**src/shared/hefp_pkg.sv**
```systemverilog
// package for the hub end-of-frame timing point block
package hefp_pkg;
    localparam int CNT_W = 16;
    localparam int PORTS = 4;
    // cutoff offsets in bit times before end of frame
    localparam logic [15:0] HS_EARLY_BT = 16'h0230;
    localparam logic [15:0] HS_BABBLE_BT = 16'h0040;
    localparam logic [15:0] FS_EARLY_BT = 16'h0020;
    localparam logic [15:0] FS_BABBLE_BT = 16'h000A;
    // sof decode advance, bit times, within the allowed window
    localparam logic [15:0] HS_ADVANCE_BT = 16'h0040;
    localparam logic [15:0] FS_ADVANCE_BT = 16'h0010;
    // high speed counter ticks once per 16 bit times
    localparam int HS_DIV = 16;
    localparam int HS_DIV_SHIFT = 4;
    // upstream end-of-packet length in full speed bit times
    localparam logic [2:0] EOP_BT = 3'h4;
    // counter rollover limits
    localparam logic [15:0] HS_ROLL = 16'hFFFF;
    localparam logic [15:0] FS_ROLL = 16'h3FFF;

    typedef struct packed {
        logic early;
        logic babble;
    } hefp_cut_t;
endpackage : hefp_pkg

```
**src/logic/hefp_top.sv**
```systemverilog
// end-of-frame early and babble cutoff point generator
//
// Functional notes
// - high speed early cutoff sits 560 bit times before microframe end.
// - high speed babble cutoff sits 64 bit times before microframe end.
// - full/low speed early cutoff sits 32 bit times before frame end.
// - full/low speed babble cutoff sits 10 bit times before frame end.
// - cutoff points are generated only while frame counter is locked.
// - at babble cutoff, ports still connected upstream are disabled as babblers.
// - full speed repeater sends upstream eop at early cutoff when connected.
// - full/low speed repeater may send eop at early cutoff when unconnected.
// - high speed repeater removes upstream connectivity at early cutoff.
// - high speed connection ends on idle plus empty elasticity buffer.
// - high speed repeater tolerates abrupt signalling end without eop.
// - high speed babble detection may use bit clock divided by 16.
// - upstream eop lasts four full speed bit times.
// - upstream eop completes before the parent hub's babble cutoff.
// - full speed placement holds across two lost sof packets.
// - bit times count down; last interval of frame is zero.
// - two consecutive sof packets lock the counter; reset leaves it unlocked.
// - cutoff points advanced for sof decode delay.
// - after resume, ports cannot gain connectivity until locked.
`timescale 1ns/100ps
module hefp_top (
    input wire logic core_clk,
    input wire logic srst,
    input wire logic bit_tick,
    input wire logic hs_mode,
    input wire logic sof_seen,
    input wire logic resumed,
    input wire logic bus_idle,
    input wire logic ebuf_empty,
    input wire logic eop_on_idle,
    input wire logic [hefp_pkg::PORTS-1:0] port_conn_req,
    output logic locked_q,
    output hefp_pkg::hefp_cut_t cut_q,
    output logic [hefp_pkg::PORTS-1:0] port_conn_q,
    output logic [hefp_pkg::PORTS-1:0] babbler_q,
    output logic up_eop_q,
    output logic [hefp_pkg::CNT_W-1:0] frame_cnt_q
);
    localparam logic [3:0] HS_DIV_MAX = 4'(hefp_pkg::HS_DIV - 1);

    logic [3:0] div_q;
    logic cnt_tick;
    logic [15:0] cur_q;
    logic cur_rolled_q;
    logic [15:0] next_q;
    logic seen_one_q;
    logic [15:0] early_pt;
    logic [15:0] babble_pt;
    logic [2:0] eop_cnt_q;
    logic any_conn;
    logic hs_tear_q;

    // counter compare value for an offset; high speed works in /16 units
    function automatic logic [15:0] cut_value(input logic hs, input logic [15:0] bt,
                                              input logic [15:0] adv);
        logic [15:0] v;
        v = hs ? ((bt + adv) >> hefp_pkg::HS_DIV_SHIFT) : (bt + adv);
        return v;
    endfunction : cut_value

    assign early_pt = hs_mode ? cut_value(1'b1, hefp_pkg::HS_EARLY_BT, hefp_pkg::HS_ADVANCE_BT)
                              : cut_value(1'b0, hefp_pkg::FS_EARLY_BT, hefp_pkg::FS_ADVANCE_BT);
    assign babble_pt = hs_mode ? cut_value(1'b1, hefp_pkg::HS_BABBLE_BT, hefp_pkg::HS_ADVANCE_BT)
                               : cut_value(1'b0, hefp_pkg::FS_BABBLE_BT, hefp_pkg::FS_ADVANCE_BT);
    assign any_conn = |port_conn_q;

    // divider: both high speed offsets are multiples of 16, so no precision lost
    always_ff @(posedge core_clk)
    begin
        if (srst || !hs_mode)
            div_q <= 4'h0;
        else if (bit_tick)
            div_q <= (div_q == HS_DIV_MAX) ? 4'h0 : div_q + 4'h1;
    end
    assign cnt_tick = bit_tick && (!hs_mode || div_q == HS_DIV_MAX);

    // interval measurement between sof packets
    always_ff @(posedge core_clk)
    begin
        if (srst || resumed)
        begin
            cur_q <= 16'h0000;
            cur_rolled_q <= 1'b0;
            seen_one_q <= 1'b0;
            next_q <= 16'h0000;
            locked_q <= 1'b0;
        end
        else if (sof_seen)
        begin
            cur_q <= 16'h0000;
            cur_rolled_q <= 1'b0;
            seen_one_q <= 1'b1;
            if (seen_one_q && !cur_rolled_q)
            begin
                next_q <= cur_q;
                locked_q <= 1'b1;
            end
        end
        else if (cnt_tick)
        begin
            if (cur_q == (hs_mode ? hefp_pkg::HS_ROLL >> hefp_pkg::HS_DIV_SHIFT
                                  : hefp_pkg::FS_ROLL))
                cur_rolled_q <= 1'b1;
            else
                cur_q <= cur_q + 16'h0001;
        end
    end

    // down-counter: reaching zero marks end of frame; reloads keep running after missed sof
    always_ff @(posedge core_clk)
    begin
        if (srst || resumed)
            frame_cnt_q <= 16'h0000;
        else if (sof_seen && seen_one_q && !cur_rolled_q)
            frame_cnt_q <= cur_q;
        else if (cnt_tick)
            frame_cnt_q <= (frame_cnt_q == 16'h0000) ? next_q : frame_cnt_q - 16'h0001;
    end

    // one pulse per point per frame; compare only on the tick that entered the value
    always_ff @(posedge core_clk)
    begin
        if (srst || resumed)
            cut_q <= '0;
        else
        begin
            cut_q.early <= locked_q && cnt_tick && frame_cnt_q == early_pt + 16'h0001;
            cut_q.babble <= locked_q && cnt_tick && frame_cnt_q == babble_pt + 16'h0001;
        end
    end

    // per-port connectivity and babbler disable
    for (genvar p = 0; p < hefp_pkg::PORTS; p++)
    begin : g_port
        always_ff @(posedge core_clk)
        begin
            if (srst || resumed)
                babbler_q[p] <= 1'b0;
            else if (cut_q.babble && port_conn_q[p])
                babbler_q[p] <= 1'b1;
        end

        always_ff @(posedge core_clk)
        begin
            if (srst || resumed)
                port_conn_q[p] <= 1'b0;
            else if (!locked_q || babbler_q[p] || (cut_q.babble && port_conn_q[p]))
                port_conn_q[p] <= 1'b0;
            else if (hs_mode && (cut_q.early || hs_tear_q))
                port_conn_q[p] <= 1'b0;
            else if (!hs_mode && cut_q.early)
                port_conn_q[p] <= 1'b0;
            else if (!any_conn)
                port_conn_q[p] <= port_conn_req[p]
                                  && (port_conn_req & 4'((1 << p) - 1)) == 4'h0;
        end
    end

    // high speed teardown waits for idle and drained buffer, never for an eop pattern
    always_ff @(posedge core_clk)
    begin
        if (srst || resumed || !hs_mode)
            hs_tear_q <= 1'b0;
        else
            hs_tear_q <= any_conn && bus_idle && ebuf_empty;
    end

    // upstream eop lasts four full speed bit times, started at early cutoff
    always_ff @(posedge core_clk)
    begin
        if (srst || resumed || hs_mode)
        begin
            eop_cnt_q <= 3'h0;
            up_eop_q <= 1'b0;
        end
        else if (cut_q.early && (any_conn || eop_on_idle))
        begin
            eop_cnt_q <= hefp_pkg::EOP_BT;
            up_eop_q <= 1'b1;
        end
        else if (bit_tick && eop_cnt_q != 3'h0)
        begin
            eop_cnt_q <= eop_cnt_q - 3'h1;
            up_eop_q <= eop_cnt_q != 3'h1;
        end
    end
endmodule : hefp_top

```
**config.mk**
```make
export PLATFORM = sky130hd
export DESIGN_NAME = hefp_top
export DESIGN_NICKNAME = d
export VERILOG_FILES = /design/src/shared/hefp_pkg.sv /design/src/logic/hefp_top.sv
export SDC_FILE = /design/constraint.sdc
export NUM_CORES = 1
export LEC_CHECK = 0
export ABC_CLOCK_PERIOD_IN_PS = 3600
export BUFFER_PORTS_ARGS = -buffer_cell sky130_fd_sc_hd__clkbuf_2
export CORE_AREA = 4 4 105 67
export CTS_CLUSTER_SIZE = 8
export DETAILED_ROUTE_END_ITERATION = 6
export DIE_AREA = 0 0 109 71
export PLACE_DENSITY = 0.79
export RECOVER_POWER = 25
export SLEW_MARGIN = 20
export SYNTH_ARGS = -nofsm -noshare
export SYNTH_HDL_FRONTEND = slang
export SYNTH_SLANG_ARGS = --single-unit
```
**constraint.sdc**
```tcl
create_clock -name core_clk -period 3.6 [get_ports core_clk]
set_clock_uncertainty 0.1 [all_clocks]
set_input_delay 0.36 -clock core_clk [delete_from_list [all_inputs] [get_ports core_clk]]
set_output_delay 0.36 -clock core_clk [all_outputs]
set_load 0.01 [all_outputs]
```
After elaboration in Yosys (flattened, before gate mapping)
Cells that the tools add are included.
{ "classes": {"n_addsub": 6, "n_eq_ne": 5, "muxes": 11, "n_bitwise": 1, "reduce_logical": 55} }
{ "op_table": {"columns": ["cell", "n"], "rows": [
  ["$mux 16", 3],
  ["$logic_and 1x1->1", 20],
  ["$reduce_or 4->1", 5],
  ["$add 16x1->16 const B", 1],
  ["$eq 16x14->1", 1],
  ["$eq 16x6->1", 1],
  ["$eq 16x7->1", 1],
  ["$logic_not 16->1", 1],
  ["$sub 16x1->16 const B", 1],
  ["$logic_or 1x1->1", 15],
  ["$mux 14", 1],
  ["$logic_not 4->1", 3],
  ["$mux 5", 2],
  ["$add 6x1->7 const B", 1],
  ["$add 5x1->6 const B", 1],
  ["$mux 3", 2],
  ["$reduce_and 2->1", 3],
  ["$add 4x1->4 const B", 1],
  ["$eq 4x4->1 const B", 1],
  ["$mux 4", 1],
  ["$reduce_bool 2->1", 2],
  ["$reduce_or 2->1", 2],
  ["$logic_not 1->1", 3],
  ["$ne 3x1->1 const B", 1],
  ["4 further kinds", 5]
]} }
{ "word_totals": {"register_bits": 70, "input_bits": 13, "out_inout_bits": 28, "word_cells": 99} }

Longest topological paths before layout
{ "logic_depth": {"word_depth": 5, "mapped_depth": 9, "ltp_nobuf": 7} }

Least setup slack after synthesis
Ideal clock, no wire load.
{ "synth_timing": {"kind": "reg2reg", "startpoint": "reg frame_cnt_q[0] (netlist bit)", "endpoint": "reg frame_cnt_q[0] (netlist bit)", "setup_ps": 120, "t_arrival_ps": 1942, "t_required_ps": 3380, "slack_ps": 1438, "path_stages_with_launch": 8, "n_path_buf": 1, "period_less_slack_ps": 2162, "cell_sequence": "dfxtp_1 clkbuf_1 inv_1 ha_1 nor4b_1 nand2_2 and3_1 o31a_1"} }
{ "synth_between": {"elab_chain_len": 4, "elab_cells_between_ends": 5, "cone_classes": "add/sub: 1; mux: 3; reduce/logical: 1"} }
{ "synth_rtl": {"columns": ["item", "line_no", "text"], "rows": [
  ["start: declaration", "hefp_top.sv:40", "output logic [hefp_pkg::CNT_W-1:0] frame_cnt_q"],
  ["start signal: assignment", "hefp_top.sv:118", "frame_cnt_q <= cur_q;"],
  ["start signal: assignment", "hefp_top.sv:120", "frame_cnt_q <= (frame_cnt_q == 16'h0000) ? next_q : frame_cnt_q - 16'h0001;"],
  ["$sub 16x1->16 or $logic_not 16->1 (tied branches)", "hefp_top.sv:120", null],
  ["$mux 16 *", "hefp_top.sv:120", null],
  ["$mux 16 *", "hefp_top.sv:119", "else if (cnt_tick)"],
  ["$mux 16 *", "hefp_top.sv:117", "else if (sof_seen && seen_one_q && !cur_rolled_q)"]
]} }
Every way passes the cells marked *; elsewhere a longest branch is shown, timed or not. The select of a mux whose other input is x is not followed.
A chain may end at the register's enable or synchronous reset.

Worst setup path after layout
{ "layout_timing": {"startpoint": "in srst", "endpoint": "reg frame_cnt_q[10] (netlist bit)"} }
{ "layout_between": {"elab_chain_len": 1} }
{ "layout_rtl": {"columns": ["item", "line_no", "text"], "rows": [
  ["start: declaration", "hefp_top.sv:26", "input wire logic srst,"],
  ["$logic_or 1x1->1", "hefp_top.sv:115", "if (srst || resumed)"]
]} }
Every way passes these cells.

==> results.toml <==
[outcome]
outcome = "finished with violations"
violations = "max-capacitance violations, max-slew violations"

[drt]
drt_first_pass_iters = 5
routed_wl_mm = 8.965
route.detailed.drc = 0
ant_nets = 0
vias = 3348
via_per_inst = 6.054
drt_iter0_drc = 200
wl_per_cell_um = 16.21

[clock_network]
insertion_delay_ns = 0.35
cts_tree = "yes"
clk_pin_slew_ns = 0.07
htreeDepth = 3
numCtsBuffers = 9
cts_resized = 0
post_cts_buffers = 0
cts_root_buf = "clkbuf_8"
cts_buffer_depth = 2
clock_sinks = 70
ctsHoldBuffers = 0

[worst_setup_path]
cp.arrival_ns = 2.94
cp-start-kind = "primary input"
critical_path_class = "primary input to flop"
crit_fanout = 40
cp.required_ns = 3.62
worstSetupEndpointType = "flop"

[timing]
slew_headroom_pct = -53.94
tightestPinTransition_ns = 2.309
fin_tns_setup_ns = 0
rsz0062_at_grt = "false"
max_freq_mhz = 342.3
hold_viol = 0
min_period_over_period_pct = 81.15
fin_crit_ns = 2.921
setup_viol = 0
final_max_slew_viol_count = 41

[pwr]
power_density_nw_per_um2 = 459.5
leakagePower_nw = 1.382
ir_drop_mv = 0.3015

[global_route]
grt_max_degree = 41
grtUsageMet3_pct = 8.660
grt_pass1_wl_mm = 14.59
antenna_found_initial = 0
grt_usage_pct = 23.84
top_usage_layer = "met1"
gr-total-overflow = 0
met1_usage_pct = 34.14
use_met2_pct = 32.79
grt_pass1_vias = 3024

[floorplan]
rows = 22
die_y_um = 71
pin_count = 41
start_util_pct = 57.70
dieArea_um2 = 7739
core_area_um2 = 6028
die_w_um = 109

[yosys]
ys_seq_elements = 70
synth_area_um2 = 3478
synth.largest_area_cell = "dfxtp_1"
postSynthAreaPerCell_um2 = 8.052
seq_area_frac_synth_pct = 40.29
syn-num-nets = 452
synth_top_area_share_pct = 40.29
synth_cell_types = 57
synth_warnings = 0
yosysMostFrequentCell = "dfxtp_1"
syn_inst = 432
synth_edf_count = 0
synthTopCellsByArea = "dfxtp_1, nor2_1, nand2_1"
synth_ff_type = "dfxtp_1"
synth.cells.most_frequent = "dfxtp_1, nor2_1, nand2_1, a21oi_1"
async_flop_share_pct = 0

[hold_path]
hold_path.class = "primary input to flop"

[placement]
place.detailed.hpwl_mm = 6.327
place_area_um2 = 3697
port_buffers = 40
gp_congestion = 0.9366

[cells_and_area]
antenna_cells = 0
area_growth_pct = 11.55
drive_above_1_share_pct = 12.58
design_area_um2 = 3880
fin_nets = 484

[run]
cap_violations = 1
critical path, stage by stage:
cell	delay, ns
clkbuf_1	0.12
or2_0	1.68
nor3_1	0.40
o211ai_1	0.24
o22ai_1	0.12
area by class of cell:
type | count | area (um2)
timing repair buffer | 42 | 198.9
fill | 542 | 2148
clock buffer | 10 | 137.6
multi-input combinational | 328 | 1927
inverter | 13 | 48.80
tap | 84 | 105.1
clock inverter | 6 | 61.31
sequential | 70 | 1401
where the power goes:
part | total (mW) | internal [mW] | leakage, nW | switching [mW]
clock | 0.634 | 0.336 | 0.102 | 0.298
sequential | 0.809 | 0.786 | 0.565 | 0.0231
combinational | 0.340 | 0.118 | 0.716 | 0.223
layout by cell type (no fill, tap or decap), types with 6 or more instances in the layout:
| cell type | instances |
|---|---|
| a21oi_1 | 38 |
| xnor2_1 | 11 |
| clkbuf_8 | 10 |
| clkbuf_1 | 13 |
| inv_1 | 13 |
| o22ai_1 | 6 |
| dfxtp_1 | 70 |
| a21boi_0 | 14 |
| nand4_1 | 12 |
| clkbuf_2 | 27 |
| nand2_1 | 52 |
| nor2_1 | 59 |
| ha_1 | 7 |
| o21ai_0 | 8 |
| xor2_1 | 10 |
| o21ai_1 | 7 |
| o32ai_1 | 7 |
| nor4_1 | 7 |
| nor3_1 | 14 |
| nand3_1 | 11 |
stage by stage:
stage / util, % / instances / total power [mW] / setup slack [ns] / hold slack [ns]
after floorplan: - / 432 / 1.089 / 1.438 / 0.3311
after global placement: 61.33 / 537 / 1.154 / 1.209 / 0.3351
after detailed placement: 61.33 / 537 / 1.157 / 1.015 / 0.3490
after CTS: 64.63 / 553 / 1.786 / 0.9795 / 0.1360
after global routing: 64.36 / 553 / 1.868 / 0.4170 / 0.1678
final: 64.36 / 553 / 1.783 / 0.6786 / 0.1457
path summary, 6_finish.rpt:
check                  from  cells after the start  slack [ns]              end
max                    srst                      5        0.68  frame_cnt_q[10]
min                bus_idle                      3        0.15        hs_tear_q
max reg2reg  frame_cnt_q[0]                      6        0.90   frame_cnt_q[0]
min reg2reg      next_q[15]                      2        0.36       next_q[15]
kinds of logic after synthesis:
family,synth area share [%]
AND/OR/NAND/NOR,26.55
AO/OA/AOI/OAI,20.47
flip-flops,40.29
buffers and inverters,4.316
XOR/XNOR,5.288
adder cells (fa/ha/maj),2.518
multiplexers,0.5756
flip-flops by register name (all words and copies together), names as in the netlist:
register,flops
cur_q,16
frame_cnt_q,16
next_q,16
babbler_q,4
div_q,4
port_conn_q,4
eop_cnt_q,3
cut_q,2
cur_rolled_q,1
hs_tear_q,1
locked_q,1
seen_one_q,1
up_eop_q,1
layer usage:
metal,up-vias,share of wire [%]
li1,1620,-
met1,1573,48
met2,140,41
met3,15,9.4
met4,0,1.6
met5,-,0
No activity file was read; power rests on OpenSTA's default activity.
